[config.mk]
export PLATFORM = sky130hd
export DESIGN_NAME = ass_sequencer
export DESIGN_NICKNAME = d
export VERILOG_FILES = /design/src/logic/ass_edge_sync.v /design/src/logic/ass_sequencer.v
export VERILOG_INCLUDE_DIRS = /design/src /design/src/logic
export SDC_FILE = /design/constraint.sdc
export NUM_CORES = 1
export LEC_CHECK = 0
export BUFFER_PORTS_ARGS = -buffer_cell sky130_fd_sc_hd__buf_4
export CAP_MARGIN = 20
export CORE_ASPECT_RATIO = 0.7
export CORE_MARGIN = 5
export CORE_UTILIZATION = 53
export CTS_CLUSTER_DIAMETER = 60
export CTS_CLUSTER_SIZE = 25
export DETAILED_ROUTE_END_ITERATION = 7
export PLACE_DENSITY = 0.82
export SLEW_MARGIN = 30
export SYNTH_ARGS = -nofsm -noshare
export SYNTH_HDL_FRONTEND = slang
export SYNTH_SLANG_ARGS = --single-unit
[constraint.sdc]
create_clock -name core_clk -period 2.3 [get_ports core_clk]
set_clock_uncertainty 0.05 [all_clocks]
set_input_delay 0.46 -clock core_clk [delete_from_list [all_inputs] [get_ports core_clk]]
set_output_delay 0.46 -clock core_clk [all_outputs]
set_load 0.01 [all_outputs]
[src/logic/ass_defs.vh]
// constants for the conversion scan sequencer
`ifndef ASS_DEFS_VH
`define ASS_DEFS_VH
`define ASS_RES_W       10
`define ASS_CH_MAX      8
`define ASS_MODE_SCAN   2'h0
`define ASS_MODE_DUAL   2'h1
`define ASS_MODE_STEP   2'h2
`define ASS_SRC_TIMER   2'h0
`define ASS_SRC_NOW     2'h1
`define ASS_SRC_EDGE    2'h2
`define ASS_SCAN_SPLIT  4'h4
`define ASS_DUAL_GRP_S  4'h4
`define ASS_DUAL_GRP_L  4'h8
`endif

[src/logic/ass_edge_sync.v]
// synchroniser and both-edge detector for the external start pin
module ass_edge_sync (
  input  wire core_clk,
  input  wire reset,
  input  wire pin_in,
  output reg  edge_pulse
);
  reg meta_q;
  reg sync_q;
  reg last_q;
  always @(posedge core_clk or posedge reset) begin
    if (reset) begin
      meta_q     <= 1'b0;
      sync_q     <= 1'b0;
      last_q     <= 1'b0;
      edge_pulse <= 1'b0;
    end else begin
      meta_q     <= pin_in;
      sync_q     <= meta_q;
      last_q     <= sync_q;
      edge_pulse <= sync_q ^ last_q;
    end
  end
endmodule // ass_edge_sync

[src/logic/ass_sequencer.v]
// conversion sequencer for a multiplexed 10-bit converter
// Operation
// - results are 10 bits and the channel count is 8 or 4 by parameter.
// - auto-scan converts each enabled channel and writes its result into that channel's slot.
// - auto-scan raises its event after the first four conversions or after all, and a second one at the end.
// - after the last enabled channel the scan restarts at the first and runs until stopped.
// - dual mode alternates two channels into slots 0 and 2 for the first and 1 and 3 for the second.
// - dual mode raises its event after every group of four or eight conversions.
// - single-step converts one channel per start, raises its event, then waits for the next start.
// - a timer overflow starts a conversion and further overflows are ignored while it runs.
// - choosing the immediate source starts a conversion at once.
// - an edge on the start pin starts a conversion and further edges are ignored while it runs.
`include "ass_defs.vh"
module ass_sequencer #(
  parameter CH_NUM = 8
) (
  // clock and reset
  input  wire                 core_clk,
  input  wire                 reset,
  // configuration
  input  wire                 run_en,
  input  wire [1:0]           mode_sel,
  input  wire [1:0]           start_src,
  input  wire [7:0]           chan_enable,
  input  wire [2:0]           dual_first,
  input  wire [2:0]           dual_second,
  input  wire                 scan_split_four,
  input  wire                 dual_group_eight,
  // start sources
  input  wire                 timer0_overflow,
  input  wire                 edge_start_pin,
  // converter core
  output reg                  conv_start,
  output reg  [2:0]           conv_channel,
  input  wire                 conv_done,
  input  wire [9:0]           conv_result,
  // results and status
  output reg                  result_write,
  output reg  [2:0]           result_slot,
  output reg  [9:0]           result_data,
  output reg                  conv_event,
  output reg                  busy
);
  localparam ST_IDLE = 2'h0;
  localparam ST_WAIT = 2'h1;
  localparam ST_CONV = 2'h2;
  localparam ST_STOP = 2'h3;

  reg  [1:0] state_q;
  reg  [2:0] chan_q;
  reg  [3:0] count_q;
  reg        run_last_q;
  reg        dual_sel_q;
  reg  [1:0] dual_slot_q;
  wire       pin_edge;
  wire [7:0] chan_mask;
  wire       trigger;
  wire [2:0] first_ch;
  wire [2:0] next_ch;
  wire       is_last;

  ass_edge_sync u_sync (
    .core_clk   (core_clk),
    .reset      (reset),
    .pin_in     (edge_start_pin),
    .edge_pulse (pin_edge)
  );

  // channels beyond the variant's count never convert
  assign chan_mask = chan_enable & ((CH_NUM >= 8) ? 8'hff : 8'h0f);

  // lowest enabled channel above cur, or lowest overall with from_start; top bit flags a find
  function [3:0] next_en;
    input [7:0] mask;
    input [2:0] cur;
    input       from_start;
    integer     i;
    reg         found;
    reg  [2:0]  pick;
    begin
      found = 1'b0;
      pick  = 3'h0;
      for (i = 7; i >= 0; i = i - 1) begin
        if (mask[i] && (from_start || i > cur)) begin
          found = 1'b1;
          pick  = i[2:0];
        end
      end
      next_en = {found, pick};
    end
  endfunction

  // mode decode shared by the arming, start and result paths
  function is_dual;
    input [1:0] m;
    begin
      is_dual = (m == `ASS_MODE_DUAL);
    end
  endfunction

  // dual channels fold into the variant's range so a missing input is never selected
  function [2:0] dual_pick;
    input       sel;
    input [2:0] ch_a;
    input [2:0] ch_b;
    reg   [2:0] ch;
    begin
      ch        = sel ? ch_b : ch_a;
      dual_pick = (CH_NUM >= 8) ? ch : {1'b0, ch[1:0]};
    end
  endfunction

  wire [3:0] nx_up  = next_en(chan_mask, chan_q, 1'b0);
  wire [3:0] nx_low = next_en(chan_mask, 3'h0, 1'b1);
  assign first_ch = nx_low[2:0];
  assign is_last  = ~nx_up[3];
  assign next_ch  = is_last ? first_ch : nx_up[2:0];

  // timer and edge triggers are only looked at in ST_WAIT, so extra ones are ignored
  assign trigger = (start_src == `ASS_SRC_TIMER) ? timer0_overflow :
                   (start_src == `ASS_SRC_EDGE)  ? pin_edge :
                   (start_src == `ASS_SRC_NOW);

  always @(posedge core_clk or posedge reset) begin
    if (reset) begin
      state_q      <= ST_IDLE;
      chan_q       <= 3'h0;
      count_q      <= 4'h0;
      run_last_q   <= 1'b0;
      dual_sel_q   <= 1'b0;
      dual_slot_q  <= 2'h0;
      conv_start   <= 1'b0;
      conv_channel <= 3'h0;
      result_write <= 1'b0;
      result_slot  <= 3'h0;
      result_data  <= 10'h000;
      conv_event   <= 1'b0;
      busy         <= 1'b0;
    end else begin
      run_last_q   <= run_en;
      conv_start   <= 1'b0;
      result_write <= 1'b0;
      conv_event   <= 1'b0;
      case (state_q)
        ST_IDLE: begin
          busy <= 1'b0;
          // arming only on a fresh rising run_en, so a stop holds until run_en rises again
          if (run_en && !run_last_q && (chan_mask != 8'h00 || is_dual(mode_sel))) begin
            chan_q      <= first_ch;
            count_q     <= 4'h0;
            dual_sel_q  <= 1'b0;
            dual_slot_q <= 2'h0;
            state_q     <= ST_WAIT;
          end
        end
        ST_WAIT: begin
          if (!run_en) begin
            state_q <= ST_STOP;
          end else if (trigger) begin
            conv_start   <= 1'b1;
            conv_channel <= is_dual(mode_sel) ? dual_pick(dual_sel_q, dual_first, dual_second) : chan_q;
            busy         <= 1'b1;
            state_q      <= ST_CONV;
          end
        end
        ST_CONV: begin
          if (!run_en) begin
            state_q <= ST_STOP; // abandon the running conversion
          end else if (conv_done) begin
            result_write <= 1'b1;
            result_data  <= conv_result;
            busy         <= 1'b0;
            count_q      <= count_q + 4'h1;
            if (is_dual(mode_sel)) begin
              result_slot <= {1'b0, dual_slot_q};
              dual_slot_q <= dual_slot_q + 2'h1;
              dual_sel_q  <= ~dual_sel_q;
              if (count_q + 4'h1 == (dual_group_eight ? `ASS_DUAL_GRP_L : `ASS_DUAL_GRP_S)) begin
                conv_event <= 1'b1;
                count_q    <= 4'h0;
              end
              state_q <= (start_src == `ASS_SRC_NOW) ? ST_CONV : ST_WAIT;
              if (start_src == `ASS_SRC_NOW) begin
                conv_start   <= 1'b1;
                conv_channel <= dual_pick(~dual_sel_q, dual_first, dual_second);
                busy         <= 1'b1;
              end
            end else begin
              result_slot <= chan_q;
              chan_q      <= next_ch;
              if (mode_sel == `ASS_MODE_STEP) begin
                conv_event <= 1'b1;
                state_q    <= ST_WAIT;
              end else begin
                if (is_last) begin
                  conv_event <= 1'b1;
                  count_q    <= 4'h0;
                end else if (scan_split_four && count_q + 4'h1 == `ASS_SCAN_SPLIT) begin
                  conv_event <= 1'b1;
                end
                // free running: chain straight on with immediate start, else wait for a trigger
                if (start_src == `ASS_SRC_NOW) begin
                  conv_start   <= 1'b1;
                  conv_channel <= next_ch;
                  busy         <= 1'b1;
                  state_q      <= ST_CONV;
                end else begin
                  state_q <= ST_WAIT;
                end
              end
            end
          end
        end
        ST_STOP: begin
          busy    <= 1'b0;
          state_q <= ST_IDLE;
        end
        default: begin
          state_q <= ST_IDLE;
        end
      endcase
    end
  end
endmodule // ass_sequencer

==> results.md <==
* Fill count at 308
* RD Place Congestion at 0.8322
* Post-DR vias/cell at 5.871
* Placed insts at 333
* Residual DRC at 0
* Syn_nets at 271
* Yosys cell types at 58
* Commonest register cell after synthesis: dfrtp_1
* Slowest-stage cell, CP: dfrtp_1
* Total core area at 3994 um^2
* Top delay family on crit path: simple AND/OR/NAND/NOR gates
* TritonCTS buffer count at 5
* Die Y at 64.42 um
* Clock power frac at 0.145
* Seq pwr share at 0.359
* Finished Layout Cells at 341
* Max-Cap Viols at 0
* Clock tree from TritonCTS: built
* Pwr Density at 1063 nW/um^2
* CP cell instances: inv_1 > ha_1 > nor4b_1 > a31oi_1 > and3_1 > buf_4 > o22a_1
* Share of cells above drive strength 1 at 0.3356
* Die width at 87.74 um
* Switching share of power at 0.3867
* Hold Path Class: in -> async
* Root Driver: clkbuf_8
* Synth top area cells: dfrtp_1, mux2_2, nand2_1
* CTS Hold Bufs at 0
* Post-DP HPWL at 4104 um
* Avg WL per Cell at 15.28 um
* Antenna cells at 0
* Startpoint Class: register
* Port bufs at 55
* Gr usage total at 0.1972
* Global-route wire length before repair at 8901 um
* CP max FO at 5
* Final worst path period need at 2.022 ns
* Syn. warnings at 0
* Top post-synthesis cells by count: dfrtp_1, nand2_1, a21oi_1, inv_1, mux2_2
* Clock-pin slew on the worst setup and hold paths at 0.07 ns
* Setup_tns at 0 ns
* Final period util at 0.8792
* Crit path largest cell delay at 0.40 ns
* Synth Area per Inst at 9.748 um^2
* Drt initial violations at 146
* Die area at 5652 um^2
* IO Pins at 56
* Crit Path Class: reg -> reg
* Worst-margin pin slew at 0.4539 ns
* Crit path DAT at 2.14 ns
* Post-synth top area share at 0.4129
* Async SR Flop Fraction at 1.000
* Worst Path Buf+Inv at 2
* Crit end category: register
* Clk sinks at 37
* Final Slew Violations at 0
* Worst relative slew slack at 0.6974
* EDFF count, synth at 0
* Synth area leader: dfrtp_1
* Row cnt at 19
* Clk buf depth at 2
* Yosys reg bits at 37
* RSZ-0062 raised after global routing: no
* Seq/Total Area, Yosys at 0.4129
* Gr ovfl total at 0
* Combinational fraction of design power at 0.496
* DR pass1 iterations at 4
* Worst ir drop on vdd at 0.7714 mV
* Vias at 2002
* Antenna violations before repair at 0
* Leakage Power at 1.304 nW
* Int Pwr at 1.824 mW
* Clk_lat worst skew at 0.28 ns
* Gate Count Post-Synth at 230
* Number of global-route vias before repair at 1910
* CP required at 2.42 ns
* Starting Density at 0.5614
* Drt total wl at 5209 um
* Setup Viol. Count Final at 0
* Outcome: complete, no violations
* Mapped Area at 2242 um^2
* Final #Nets at 329
* Layout area overhead at 24.78%
* Hold Fails Final Rpt at 0
* Final ANT Viol Nets at 0
* Sw Pwr at 1.150 mW
* Largest net degree at the start of global routing at 38
* FMAX at 494.5 MHz
* H-tree depth at 2
* Top-count cell post-synth: dfrtp_1
## state kept, by name, summed over array words and instances (netlist names)
register,flops
result_data,10
count_q,4
chan_q,3
conv_channel,3
result_slot,3
dual_slot_q,2
state_q,2
busy,1
conv_event,1
conv_start,1
dual_sel_q,1
result_write,1
run_last_q,1
u_sync.edge_pulse,1
u_sync.last_q,1
u_sync.meta_q,1
u_sync.sync_q,1
## stage by stage
stage / setup slack, ns / instance area (um^2) / utilization / hold slack [ns] / power (mW)
final: 0.2777 / 2798 / 0.7005 / 0.2160 / 2.973
after global routing: 0.1227 / 2798 / 0.7005 / 0.2170 / 3.215
after CTS: 0.1615 / 2795 / 0.6999 / 0.2256 / 2.985
after detailed placement: 0.1728 / 2713 / 0.6792 / 0.3029 / 2.548
after global placement: 0.2320 / 2713 / 0.6792 / 0.2853 / 2.505
after floorplan: 0.3520 / 2242 / - / 0.2812 / 2.022
## path summary, 6_finish.rpt
path                       slack [ns]  cells after the start           start               to
min                              0.22                      3           reset   result_slot[2]
max                              0.28                      7      state_q[1]  conv_channel[0]
max reg2reg                      0.28                      7      state_q[1]  conv_channel[0]
min in group core_clk            0.23                      1  edge_start_pin    u_sync.meta_q
max in group asynchronous        1.65                      3           reset   result_data[2]
min reg2reg                      0.31                      0   u_sync.meta_q    u_sync.sync_q
## worst reg2reg max path: stages, from the launching register on
cell,delay (ns)
dfrtp_1,0.40
inv_1,0.14
ha_1,0.29
nor4b_1,0.31
a31oi_1,0.10
and3_1,0.26
buf_4,0.16
o22a_1,0.19
## cell type report
class | count | area, um^2 | area share
clock buffers | 6 | 72.57 | 0.02594
inverters | 14 | 52.55 | 0.01878
flip-flops and latches | 37 | 925.9 | 0.3309
clock inverters | 2 | 10.01 | 0.003578
repair buffers | 62 | 465.4 | 0.1664
multi-input cells | 168 | 1206 | 0.4311
well taps | 52 | 65.06 | 0.02326
## power by group through the flow
stage               clock [mW]  sequential (mW)  combinational [mW]
floorplan                    0             1.07               0.955
global placement             0             1.06                1.44
detailed placement           0             1.08                1.47
CTS                      0.444             1.07                1.47
global route             0.479             1.11                1.63
finish                   0.432             1.07                1.47
## cell families after synthesis
| logic type | Yosys count | synth area share |
|---|---|---|
| and+or+nand+nor | 76 | 0.1959 |
| DFF | 37 | 0.4129 |
| AOI/OAI and AO/OA | 70 | 0.2322 |
| xor gates and xnor gates | 3 | 0.01172 |
| muxes | 14 | 0.06920 |
| adders and majority gates | 5 | 0.02790 |
| buffers and inverters | 25 | 0.05022 |
## timing repair
item,CTS,global route
endpoints found under the setup margin,0,2
buffers inserted,0,0
gates resized for setup,0,1
## routing by layer
layer  wire length [um]  global-route usage  up-vias  part of all wire
li1                   -                   -      962                 -
met1               2393              0.2890      954              0.46
met2               2342              0.2914       75              0.45
met3                405             0.06076       11             0.078
met4                 67             0.03448        0             0.013
met5                  0                   0        -                 0
## placed cells by master, fill, tap and decap left out, drive strengths merged, types with 5 or more instances in the layout
| cell | count |
|---|---|
| a31oi | 5 |
| clkbuf | 6 |
| nor2 | 11 |
| buf | 62 |
| a21oi | 14 |
| nand3 | 6 |
| o21ai | 11 |
| a22oi | 5 |
| ha | 5 |
| nand2b | 7 |
| dfrtp | 37 |
| mux2 | 12 |
| nor3 | 5 |
| inv | 14 |
| nand2 | 24 |
(Power assumes the default switching activity.)
